File: src/pkg/npsp_defs.vh
`ifndef NPSP_DEFS_VH
`define NPSP_DEFS_VH
// ==========================================
// Clock and timing figures
`define NPSP_CLK_PERIOD_NS 4
`define NPSP_T_CYCLE_NS 150
`define NPSP_T_ACTIVE_NS 120
`define NPSP_T_PRECHARGE_NS 20
`define NPSP_T_HOLD_NS 50
`define NPSP_T_BYTE_SETUP_NS 5
`define NPSP_T_POWER_NS 85
`define NPSP_T_ACCESS_NS 100
// Cycle counts, least times round up
`define NPSP_CYC(ns) (((ns) + `NPSP_CLK_PERIOD_NS - 1) / `NPSP_CLK_PERIOD_NS)
`define NPSP_CYC_ACTIVE `NPSP_CYC(`NPSP_T_ACTIVE_NS)
`define NPSP_CYC_CYCLE `NPSP_CYC(`NPSP_T_CYCLE_NS)
`define NPSP_CYC_PRECHARGE `NPSP_CYC(`NPSP_T_PRECHARGE_NS)
`define NPSP_CYC_HOLD `NPSP_CYC(`NPSP_T_HOLD_NS)
`define NPSP_CYC_BYTE_SETUP `NPSP_CYC(`NPSP_T_BYTE_SETUP_NS)
`define NPSP_CYC_POWER `NPSP_CYC(`NPSP_T_POWER_NS)
`define NPSP_CYC_ACCESS `NPSP_CYC(`NPSP_T_ACCESS_NS)
// ==========================================
// Widths
`define NPSP_ADDR_W 16
`define NPSP_DATA_W 16
`endif

File: src/logic/npsp_timer.v
`timescale 1ns/10ps
`include "npsp_defs.vh"
// ==========================================
// Down counter, reports done when it has run out
module npsp_timer #(
  parameter W = 8
) (
  // Clock and reset
  input wire clk_sys,
  input wire reset,
  // Control
  input wire load,
  input wire [W-1:0] value,
  // Status
  output wire done
);
  reg [W-1:0] cnt_q;
  // Load or count down to zero
  always @(posedge clk_sys) begin
    if (reset) begin
      cnt_q <= {W{1'b0}};
    end else if (load) begin
      cnt_q <= value;
    end else if (cnt_q != {W{1'b0}}) begin
      cnt_q <= cnt_q - {{(W-1){1'b0}}, 1'b1};
    end
  end
  // Done looks only at the count; load is decoded from done, so done must not look back at load
  assign done = (cnt_q == {W{1'b0}});
endmodule // npsp_timer

File: src/logic/npsp_host.v
`timescale 1ns/10ps
`include "npsp_defs.vh"
// Notes on behaviour
// RULE_01 - Memory holds 65536 words of 16 bits, word address and data both 16 bits.
// RULE_02 - Device floats both lanes whenever any standby condition holds.
// RULE_03 - Lower byte strobe gates low byte, upper strobe gates high byte.
// RULE_04 - Chip-select cycles latch address and data at low-active select falling edge.
// RULE_05 - Chip-select cycles latch address and data at high-active select rising edge.
// RULE_06 - Read: address valid when output strobe falls, selects active, write strobe high.
// RULE_07 - Write: address and data valid when write strobe falls, output strobe high.
// RULE_08 - Reads start at least 150 ns apart, strobes active at least 120 ns.
// RULE_09 - Controlling strobe goes inactive at least 20 ns between accesses.
// RULE_10 - Write strobe low at least 120 ns, write cycle at least 150 ns.
// RULE_11 - Write data held at least 50 ns after latching edge, setup may be zero.
// RULE_12 - Byte strobes asserted 5 ns before latching edge, active at least 120 ns.
// RULE_13 - Low-active select held inactive at least 85 ns before power removal.
// RULE_14 - Low-active select held inactive at least 85 ns after power before access.
// RULE_15 - Device keeps its drivers off during writes so host drives the bus.
module npsp_host #(
  parameter AW = `NPSP_ADDR_W,
  parameter DW = `NPSP_DATA_W
) (
  // Clock and reset
  input wire clk_sys,
  input wire reset,
  // User request side
  input wire req_valid,
  input wire req_write,
  input wire [AW-1:0] req_addr,
  input wire [DW-1:0] req_wdata,
  input wire [1:0] req_byte_en,
  output reg req_ready,
  output reg [DW-1:0] rsp_rdata,
  output reg rsp_valid,
  // Power control
  input wire power_down_req,
  output reg power_safe,
  // Memory pins
  output reg [AW-1:0] word_addr_in,
  output reg chip_sel_low_active,
  output reg chip_sel_high_active,
  output reg write_strobe_n,
  output reg output_strobe_n,
  output reg lower_byte_strobe_n,
  output reg upper_byte_strobe_n,
  input wire [DW-1:0] data_bus_io_in,
  output reg [DW-1:0] data_bus_io_out,
  output reg data_bus_io_oe_n
);
  // ==========================================
  // States and timing
  localparam [2:0] ST_POWERUP = 3'h0;
  localparam [2:0] ST_IDLE = 3'h1;
  localparam [2:0] ST_SETUP = 3'h2;
  localparam [2:0] ST_ACTIVE = 3'h3;
  localparam [2:0] ST_HOLD = 3'h4;
  localparam [2:0] ST_GAP = 3'h5;
  localparam [2:0] ST_DOWN = 3'h6;
  localparam TW = 8;
  localparam integer I_ACTIVE = `NPSP_CYC_ACTIVE;
  localparam integer I_CYCLE = `NPSP_CYC_CYCLE;
  localparam integer I_PRE = `NPSP_CYC_PRECHARGE;
  localparam integer I_HOLD = `NPSP_CYC_HOLD;
  localparam integer I_BSET = `NPSP_CYC_BYTE_SETUP;
  localparam integer I_POWER = `NPSP_CYC_POWER;
  localparam integer I_ACCESS = `NPSP_CYC_ACCESS;
  // Cycle counts cut to the timer width on purpose
  localparam [TW-1:0] C_ACTIVE = I_ACTIVE[TW-1:0];
  localparam [TW-1:0] C_CYCLE = I_CYCLE[TW-1:0];
  localparam [TW-1:0] C_PRE = I_PRE[TW-1:0];
  localparam [TW-1:0] C_HOLD = I_HOLD[TW-1:0];
  localparam [TW-1:0] C_BSET = I_BSET[TW-1:0];
  localparam [TW-1:0] C_POWER = I_POWER[TW-1:0];
  localparam [TW-1:0] C_ACCESS = I_ACCESS[TW-1:0];

  reg [2:0] state_q;
  reg write_q;
  reg [TW-1:0] cyc_cnt_q;
  reg [DW-1:0] rd_sync1_q;
  reg [DW-1:0] rd_sync2_q;
  reg timer_load;
  reg [TW-1:0] timer_value;
  wire timer_done;
  wire cycle_done;
  wire [1:0] lanes;

  // Lane mask: a request with no lane still uses both, so standby never hides it
  function [1:0] lane_mask;
    input [1:0] en;
    begin
      lane_mask = (en == 2'b00) ? 2'b11 : en;
    end
  endfunction
  assign lanes = lane_mask(req_byte_en);

  // ==========================================
  // Phase timer
  npsp_timer #(
    .W(TW)
  ) u_timer (
    .clk_sys(clk_sys),
    .reset(reset),
    .load(timer_load),
    .value(timer_value),
    .done(timer_done)
  );

  // Whole-cycle counter from strobe fall
  always @(posedge clk_sys) begin
    if (reset) begin
      cyc_cnt_q <= {TW{1'b0}};
    end else if (state_q == ST_ACTIVE && !timer_done && cyc_cnt_q == {TW{1'b0}}) begin
      cyc_cnt_q <= C_CYCLE; // RULE_08 RULE_10
    end else if (cyc_cnt_q != {TW{1'b0}}) begin
      cyc_cnt_q <= cyc_cnt_q - 8'h01;
    end
  end
  assign cycle_done = (cyc_cnt_q == {TW{1'b0}});

  // Read data synchroniser from the pins
  always @(posedge clk_sys) begin
    if (reset) begin
      rd_sync1_q <= {DW{1'b0}};
      rd_sync2_q <= {DW{1'b0}};
    end else begin
      rd_sync1_q <= data_bus_io_in;
      rd_sync2_q <= rd_sync1_q;
    end
  end

  // Timer loads on each phase entry
  always @* begin
    timer_load = 1'b0;
    timer_value = {TW{1'b0}};
    case (state_q)
      ST_POWERUP: begin
        timer_load = 1'b1;
        timer_value = C_POWER; // RULE_14
      end
      ST_IDLE: begin
        if (power_down_req && !req_valid) begin
          timer_load = 1'b1;
          timer_value = C_POWER; // RULE_13
        end else if (req_valid && req_ready) begin
          timer_load = 1'b1;
          timer_value = C_BSET; // RULE_12
        end
      end
      ST_SETUP: begin
        if (timer_done) begin
          timer_load = 1'b1;
          timer_value = write_q ? C_ACTIVE : ((C_ACTIVE > C_ACCESS + 8'h02) ? C_ACTIVE : C_ACCESS + 8'h02);
        end
      end
      ST_ACTIVE: begin
        if (timer_done) begin
          timer_load = 1'b1;
          timer_value = write_q ? C_HOLD : C_PRE; // RULE_11 RULE_09
        end
      end
      ST_HOLD: begin
        if (timer_done) begin
          timer_load = 1'b1;
          timer_value = C_PRE; // RULE_09
        end
      end
      default: begin
        timer_load = 1'b0;
      end
    endcase
  end

  // ==========================================
  // Sequencer, strobe-controlled cycles (output strobe for reads, write strobe for writes)
  always @(posedge clk_sys) begin
    if (reset) begin
      state_q <= ST_POWERUP;
      write_q <= 1'b0;
      req_ready <= 1'b0;
      rsp_valid <= 1'b0;
      rsp_rdata <= {DW{1'b0}};
      power_safe <= 1'b0;
      word_addr_in <= {AW{1'b0}};
      chip_sel_low_active <= 1'b1; // RULE_14
      chip_sel_high_active <= 1'b0;
      write_strobe_n <= 1'b1;
      output_strobe_n <= 1'b1;
      lower_byte_strobe_n <= 1'b1;
      upper_byte_strobe_n <= 1'b1;
      data_bus_io_out <= {DW{1'b0}};
      data_bus_io_oe_n <= 1'b1;
    end else begin
      rsp_valid <= 1'b0;
      case (state_q)
        ST_POWERUP: begin
          // Timer holds the power-up time; the gap state keeps the select inactive until it runs out
          power_safe <= 1'b0;
          state_q <= ST_GAP; // RULE_14
        end
        ST_IDLE: begin
          if (power_down_req && !req_valid) begin
            req_ready <= 1'b0;
            chip_sel_low_active <= 1'b1; // RULE_13
            chip_sel_high_active <= 1'b0;
            state_q <= ST_DOWN;
          end else if (req_valid && req_ready) begin
            req_ready <= 1'b0;
            write_q <= req_write;
            word_addr_in <= req_addr; // RULE_01
            chip_sel_low_active <= 1'b0;
            chip_sel_high_active <= 1'b1;
            lower_byte_strobe_n <= ~lanes[0]; // RULE_03 RULE_12
            upper_byte_strobe_n <= ~lanes[1]; // RULE_03 RULE_12
            if (req_write) begin
              data_bus_io_out <= req_wdata; // RULE_11
              data_bus_io_oe_n <= 1'b0; // RULE_15
            end
            state_q <= ST_SETUP;
          end
        end
        ST_SETUP: begin
          if (timer_done) begin
            // Strobe fall with address, data and lanes already stable
            if (write_q) begin
              write_strobe_n <= 1'b0; // RULE_07
            end else begin
              output_strobe_n <= 1'b0; // RULE_06
            end
            state_q <= ST_ACTIVE;
          end
        end
        ST_ACTIVE: begin
          if (timer_done) begin
            if (!write_q) begin
              rsp_rdata <= rd_sync2_q; // RULE_06
              rsp_valid <= 1'b1;
              output_strobe_n <= 1'b1;
              state_q <= ST_GAP;
            end else begin
              write_strobe_n <= 1'b1; // RULE_10
              state_q <= ST_HOLD;
            end
            lower_byte_strobe_n <= 1'b1;
            upper_byte_strobe_n <= 1'b1;
          end
        end
        ST_HOLD: begin
          // Data stays driven past the latching edge
          if (timer_done) begin
            data_bus_io_oe_n <= 1'b1; // RULE_11
            state_q <= ST_GAP;
          end
        end
        ST_GAP: begin
          // Precharge and full cycle time before the next start
          if (timer_done && cycle_done) begin
            chip_sel_low_active <= 1'b0; // RULE_09
            chip_sel_high_active <= 1'b1;
            req_ready <= 1'b1;
            state_q <= ST_IDLE;
          end else begin
            chip_sel_low_active <= 1'b1; // RULE_02
            chip_sel_high_active <= 1'b0;
          end
        end
        ST_DOWN: begin
          // Hold select inactive, then report safe to cut power
          if (timer_done && cycle_done) begin
            power_safe <= 1'b1; // RULE_13
          end
          if (!power_down_req) begin
            power_safe <= 1'b0;
            state_q <= ST_POWERUP;
          end
        end
        default: begin
          state_q <= ST_POWERUP;
        end
      endcase
    end
  end
endmodule // npsp_host

File: config.mk
export PLATFORM = sky130hd
export DESIGN_NAME = npsp_host
export DESIGN_NICKNAME = d
export VERILOG_FILES = /design/src/logic/npsp_timer.v /design/src/logic/npsp_host.v
export VERILOG_INCLUDE_DIRS = /design/src /design/src/pkg
export SDC_FILE = /design/constraint.sdc
export NUM_CORES = 1
export LEC_CHECK = 0
export BUFFER_PORTS_ARGS = -buffer_cell sky130_fd_sc_hd__clkbuf_2
export CAP_MARGIN = 5
export CORE_AREA = 2 2 91 93
export DETAILED_ROUTE_END_ITERATION = 8
export DIE_AREA = 0 0 93 95
export GPL_ROUTABILITY_DRIVEN = 0
export PLACE_DENSITY_LB_ADDON = 0.1
export SYNTH_ARGS = -nofsm -noshare
export SYNTH_HDL_FRONTEND = slang
export SYNTH_HIERARCHICAL = 1
export SYNTH_SLANG_ARGS = --single-unit
File: constraint.sdc
create_clock -name clk_sys -period 5.1 [get_ports clk_sys]
set_clock_uncertainty 0.2 [all_clocks]
set_input_delay 0.255 -clock clk_sys [delete_from_list [all_inputs] [get_ports clk_sys]]
set_output_delay 0.255 -clock clk_sys [all_outputs]
set_load 0.01 [all_outputs]
==> results of run 1 <==
## final cells by class
class	count	area [um^2]	share of cell area
repair buffers	166	1090	0.199
clock inverters	7	88.8	0.0161
well taps	105	131	0.0238
flip-flops and latches	110	2200	0.400
clock buffers	9	124	0.0225
multi-input cells	303	1840	0.333
inverters	9	33.8	0.00613
## logic make-up (layout without fill, tap and decap cells)
group,count (synthesis),after routing,share of synthesized area
compound gates,100,100,0.165
xor+xnor,6,6,0.0124
fa+ha+maj,3,3,0.00886
buf+inv,37,191,0.0493
flops,110,110,0.519
mux,5,5,0.0121
other cells,1,3,0.000885
simple gates,186,186,0.232
## metal layers
metal	routed length [um]	up-vias	part of all wire	global-route usage
met3	560	19	0.060	0.0535
met2	4540	93	0.48	0.352
met5	0	-	0	0
li1	-	1822	-	-
met4	218	0	0.023	0.0882
met1	4070	1656	0.43	0.273
## cells in the mapped netlist, drive strengths merged, types with 2 or more instances
cell and n:
a311oi 3, nor3 11, o211ai 2, and3 3, o32ai 5, and2 2
clkbuf 14, buf 14, nand2 80, a22o 16, nor4 3, nor3b 4
inv 9, nor2b 41, a21boi 3, xnor2 5, nand3 2, a211oi 5
a31oi 4, nand3b 3, dfxtp 110, o21ai 8, a21oi 43, and4bb 2
nand2b 6, mux2i 4, ha 3, or2 2, nor2 21
## critical path, delay by kind of cell, from the launching register on
family | cells | cell delay [ps]
AOI/OAI and AO/OA | 1 | 220
DFF | 1 | 380
and+or+nand+nor | 5 | 2150
## worst paths after layout
path / from / to / slack (ps) / cells after the start
worst max-delay path: u_timer/cnt_q[3]$_SDFFE_PP0P_ / rsp_rdata[7]$_SDFFE_PP0P_ / 2080 / 6
worst min-delay path: req_valid / word_addr_in[14]$_SDFFE_PP0P_ / 130 / 5
worst max register to register: u_timer/cnt_q[3]$_SDFFE_PP0P_ / rsp_rdata[7]$_SDFFE_PP0P_ / 2080 / 6
worst min register to register: rd_sync1_q[4]$_SDFF_PP0_ / rd_sync2_q[4]$_SDFF_PP0_ / 240 / 1
## stage by stage
stage | hold slack [ps] | area [um^2] | util | setup WS (ps)
floorplan | 183 | 4250 | - | 2480
global placement | 218 | 4780 | 0.603 | 2200
detailed placement | 225 | 4780 | 0.603 | 2080
CTS | 138 | 5500 | 0.694 | 1810
global route | 155 | 5510 | 0.695 | 1800
finish | 134 | 5510 | 0.695 | 2080
## power breakdown
part / switching (W) / internal [W]
combinational: 0.000363 / 0.000347
clock: 0.000330 / 0.000199
sequential: 0.000120 / 0.000941
## cell usage in the layout (no fill, tap or decap), drive strengths merged, types with 5 or more instances in the layout
master         n
nand2b         6
clkinv         5
nor3          11
inv           11
xnor2          5
a211oi         5
nor2          21
nor2b         41
a22o          16
dlygate4sd3   51
o21ai          8
o32ai          5
nand2         80
dfxtp        110
clkbuf       120
a21oi         43
## flip-flops by register name, indices dropped and copies added (netlist names), 3 cells and up
name             count
rsp_rdata           16
state_q              3
rd_sync1_q          16
cyc_cnt_q            8
rd_sync2_q          16
u_timer/cnt_q        8
word_addr_in        16
data_bus_io_out     16
## what timing repair did
action	in CTS	in global routing
gates resized for setup	0	0
hold buffers	51	0
endpoints found under the hold margin	50	0
==> qor.yml, run 1 <==
crit_path_end_kind: "flip-flop"
syn_inst: 448
crit_slowest_cell: "and4bb_1"
ys_seq_area_frac: 0.519
grtUsageTotal: 0.215
initial_utilization: 0.535
syn2layout_area_growth_pct: 30.0
clock.fmax_mhz: 332
start_kind: "flip-flop"
instances_no_fill: 709
hold_viol: 0
p_leak_nw: 2.31
numCtsBuffers: 9
drv_slew: 0
relSlewSlack: 0.474
outcome: "finished, final reports clean"
synth-edff-count: 0
setup_violations: 0
die_y_um: 95
layout-drive-gt1-share: 0.248
drt-initial-drc-count: 140
pin_count: 113
grt_overflow: 0
insertion_delay_ps: 370
synth-seq-cells: 110
ctsRootBufferMaster: "clkbuf_8"
cts_tree: "done"
dieArea_um2: 8840
rows: 33
synthTopCellsByArea: "dfxtp_1 52%, nand2_1 7.1%, nor2b_1 6.1%"
postRouteAntennaNets: 0
ys.flop_type: "dfxtp_1"
syn-mean-instance-area_um2: 9.46
async_flop_share: 0
worstPathMaxFanout: 19
grt_pass1_wl_mm: 15.2
fillCellCount: 637
fin_crit_sh: 0.591
num_vias: 3590
yosysWarnings: 6
post_cts_buffers: 0
cap_violations: 0
cts_num_sinks: 110
slowest_delay_ps: 710
fin_tns_setup_ps: 0
wl_per_cell_um: 13.3
clkTransAtPathRegs_ps: 120
critical_path.cell_chain: "nor4_4 > and4bb_1 > and3b_1 > nand2_1 > nor2_2 > a22o_1"
chipWidth_um: 93
cts.htree.levels: 3
synth_top_cell_area_share: 0.519
n_antenna_cell: 0
cp_data_arrival_time_ps: 3130
drc: 0
antenna_found_initial: 0
grt_pass1_vias: 3324
path_class: "flip-flop to flip-flop"
grt_setup_unrepaired: "false"
dp_hpwl_mm: 5.87
worst_ep_required_time_ps: 5220
period_needed_ps: 3020
coreArea_um2: 7930
hold_path_class: "primary input to flip-flop"
clockBufferDepth: 2
synthDistinctLibCells: 62
nets: 657
total_power_w: 0.00230
port_buffers: 112
worstMarginPinSlew_ps: 789
power.density_nw_per_um2: 417
vias_per_cell: 5.06
peakVddDrop_mv: 0.308
syn-cell-area_um2: 4240
wirelength_mm: 9.40
dr.pass1.iters: 4
synth_top_cell_by_area: "dfxtp_1"
grt_start_max_net_pins: 55
dpl.cell_count: 641
No activity file was read; power rests on OpenSTA's default activity.
==> inputs of run 2 (changes only) <==
Settings changed: CORE_AREA 2 2 91 93 to 2 2 94 96, DIE_AREA 0 0 93 95 to 0 0 96 98.
Clock period 5.1 ns to 2.8 ns, I/O delays scaled along.
==> run 2 against run 1 <==
  * Critical path type unchanged
  * Worst hold slack got worse by 91 ps
  * Clock power grew 88%
  * Largest cell class unchanged
  * Highest routed layer unchanged
  * Largest power group unchanged
  * Combinational power rose by 90%
  * Count of clock-buffer cells in the layout unchanged
  * Routed wire length is 1.1% lower
  * Global-route usage down 0.91 points
  * Sequential power up 78%
  * Total power grew 84%
  * First-iteration DRC count decreased by 29%
  * Via count is 0.86% higher
==> qor.yml, run 2 (synthesis gave the netlist of run 1 again) <==
initial_utilization: 0.501  # -0.0340
clockBufferDepth: 2  # unchanged
period_needed_ps: 2500  # -520 ps
n_antenna_cell: 0  # unchanged
total_power_w: 0.00423  # +84%
cts_num_sinks: 110  # unchanged
grtUsageTotal: 0.206  # -0.00907
mostFrequentLayoutCells: "111 x clkbuf_2, 110 x dfxtp_1, 80 x nand2_1, 52 x dlygate4sd3_1"
worstPathMaxFanout: 17  # -2
drv_slew: 0  # unchanged
drt-initial-drc-count: 100  # -29%
chipWidth_um: 96  # +3.2%
fin_crit_sh: 0.891  # +0.300
crit_slowest_cell: "and4bb_1"
cts.htree.levels: 3  # unchanged
vias_per_cell: 5.02  # -0.95%
wirelength_mm: 9.29  # -1.1%
cp_data_arrival_time_ps: 2580  # -550 ps
layout-drive-gt1-share: 0.259  # +0.0106
switchingPower_w: 0.00149  # +83%
dp_hpwl_mm: 6.04  # +3.0%
dr.pass1.iters: 4  # unchanged
die_y_um: 98  # +3.2%
rows: 34  # +3.0%
slowest_delay_ps: 480  # -230 ps
grt_pass1_vias: 3416  # +2.8%
postRouteAntennaNets: 0  # unchanged
relSlewSlack: 0.522  # +0.0480
insertion_delay_ps: 380  # about the same
worstMarginPinSlew_ps: 717  # -71.9 ps
power.density_nw_per_um2: 757  # +81%
grt_setup_unrepaired: "false"
cts_tree: "done"
crit_path_end_kind: "flip-flop"
numCtsBuffers: 9  # unchanged
outcome: "finished, final reports clean"
antenna_found_initial: 0  # unchanged
grt_overflow: 0  # unchanged
syn2layout_area_growth_pct: 31.9
fin_tns_setup_ps: 0  # unchanged
num_vias: 3621  # +0.86%
hold_path_class: "primary input to flip-flop"
start_kind: "flip-flop"
intPower_w: 0.00274  # +85%
peakVddDrop_mv: 0.576  # +87%
dieArea_um2: 9410  # +6.5%
wl_per_cell_um: 12.9  # -2.9%
worst_ep_required_time_ps: 2880  # -2340 ps
hold_viol: 0  # unchanged
p_leak_nw: 2.36  # +2.2%
grt_start_max_net_pins: 38  # -31%
clkTransAtPathRegs_ps: 110  # about the same
port_buffers: 112  # unchanged
switching_share: 0.351  # -0.00211
fin_hold_ws_ps: 43.1  # -91.1 ps
path_class: "flip-flop to flip-flop"
critical_path.cell_chain: "nor4_4 > and4bb_1 > and3b_1 > a21oi_2 > buf_4 > a22o_1"
pin_count: 113  # unchanged
fillCellCount: 691  # +8.5%
setup_violations: 0  # unchanged
ctsRootBufferMaster: "clkbuf_8"
p_seq_frac: 0.447  # -0.014
drc: 0  # unchanged
coreArea_um2: 8470  # +6.8%
pwr-share-comb: 0.319  # +0.010
nets: 667  # +1.5%
grt_pass1_wl_mm: 15.3  # +0.50%
layout.cells.most_common: "clkbuf_2"
cap_violations: 0  # unchanged
clockPowerShare: 0.235  # +0.005
clock.fmax_mhz: 401  # +21%
[run 2: cell types whose count changed in the layout (fill, tap and decap cells not counted)]
cell | previous run | this run
inv_12 | 0 | 2
clkinv_4 | 2 | 0
clkinv_8 | 3 | 2
inv_8 | 2 | 0
dlygate4sd3_1 | 51 | 52
buf_4 | 3 | 12
inv_6 | 0 | 3
[run 2: layout make-up]
cell class / instances / area (um^2) / share of cell area
clock buffer: 9 / 124 / 0.0221
tap: 108 / 135 / 0.0242
clock inverter: 7 / 91.3 / 0.0163
sequential: 110 / 2200 / 0.394
multi-input combinational: 303 / 1840 / 0.328
inverter: 9 / 33.8 / 0.00604
timing repair buffer: 176 / 1170 / 0.209
[run 2: worst paths after layout]
kind,depth (start not counted),start,slack [ps],end
worst min register to register,1,rd_sync1_q[15]$_SDFF_PP0_,250,rd_sync2_q[15]$_SDFF_PP0_
worst max register to register,6,u_timer/cnt_q[3]$_SDFFE_PP0P_,300,rsp_rdata[3]$_SDFFE_PP0P_
worst max-delay path,6,u_timer/cnt_q[3]$_SDFFE_PP0P_,300,rsp_rdata[3]$_SDFFE_PP0P_
worst min-delay path,4,power_down_req,40,req_ready$_SDFFE_PP0P_
[run 2: timing repair]
action	CTS	global route
setup buffers	0	0
gates resized for setup	0	0
hold buffers	52	0
endpoints found under the hold margin	51	0
[run 2: critical path, delay by kind of cell (launching register included)]
| kind | cells | cell delay (ps) |
|---|---|---|
| and+or+nand+nor | 3 | 1260 |
| DFF | 1 | 380 |
| AOI/OAI and AO/OA | 2 | 320 |
| buffers and inverters | 1 | 230 |
[run 2: power groups by stage]
stage / logic [W] / clock network (W) / registers, W
after global placement: 0.00127 / 0 / 0.00192
final: 0.00135 / 0.000993 / 0.00189
after global routing: 0.00151 / 0.00109 / 0.00192
after CTS: 0.00136 / 0.00103 / 0.00189
after floorplan: 0.00110 / 0 / 0.00188
after detailed placement: 0.00129 / 0 / 0.00193
[run 2: routing by layer]
metal	wire length (um)	GRT usage	vias to the layer above
li1	-	-	1857
met1	4110	0.253	1642
met2	4380	0.327	104
met3	572	0.0772	18
met4	225	0.0769	0
met5	0	0	-
[run 2: per-stage QoR]
stage | instance area [um^2] | util | setup WS (ps) | std cells
global route | 5590 | 0.661 | 120 | 722
detailed placement | 4860 | 0.574 | 298 | 654
CTS | 5590 | 0.661 | 286 | 722
global placement | 4860 | 0.574 | 393 | 654
finish | 5590 | 0.661 | 304 | 722
floorplan | 4250 | - | 185 | 450
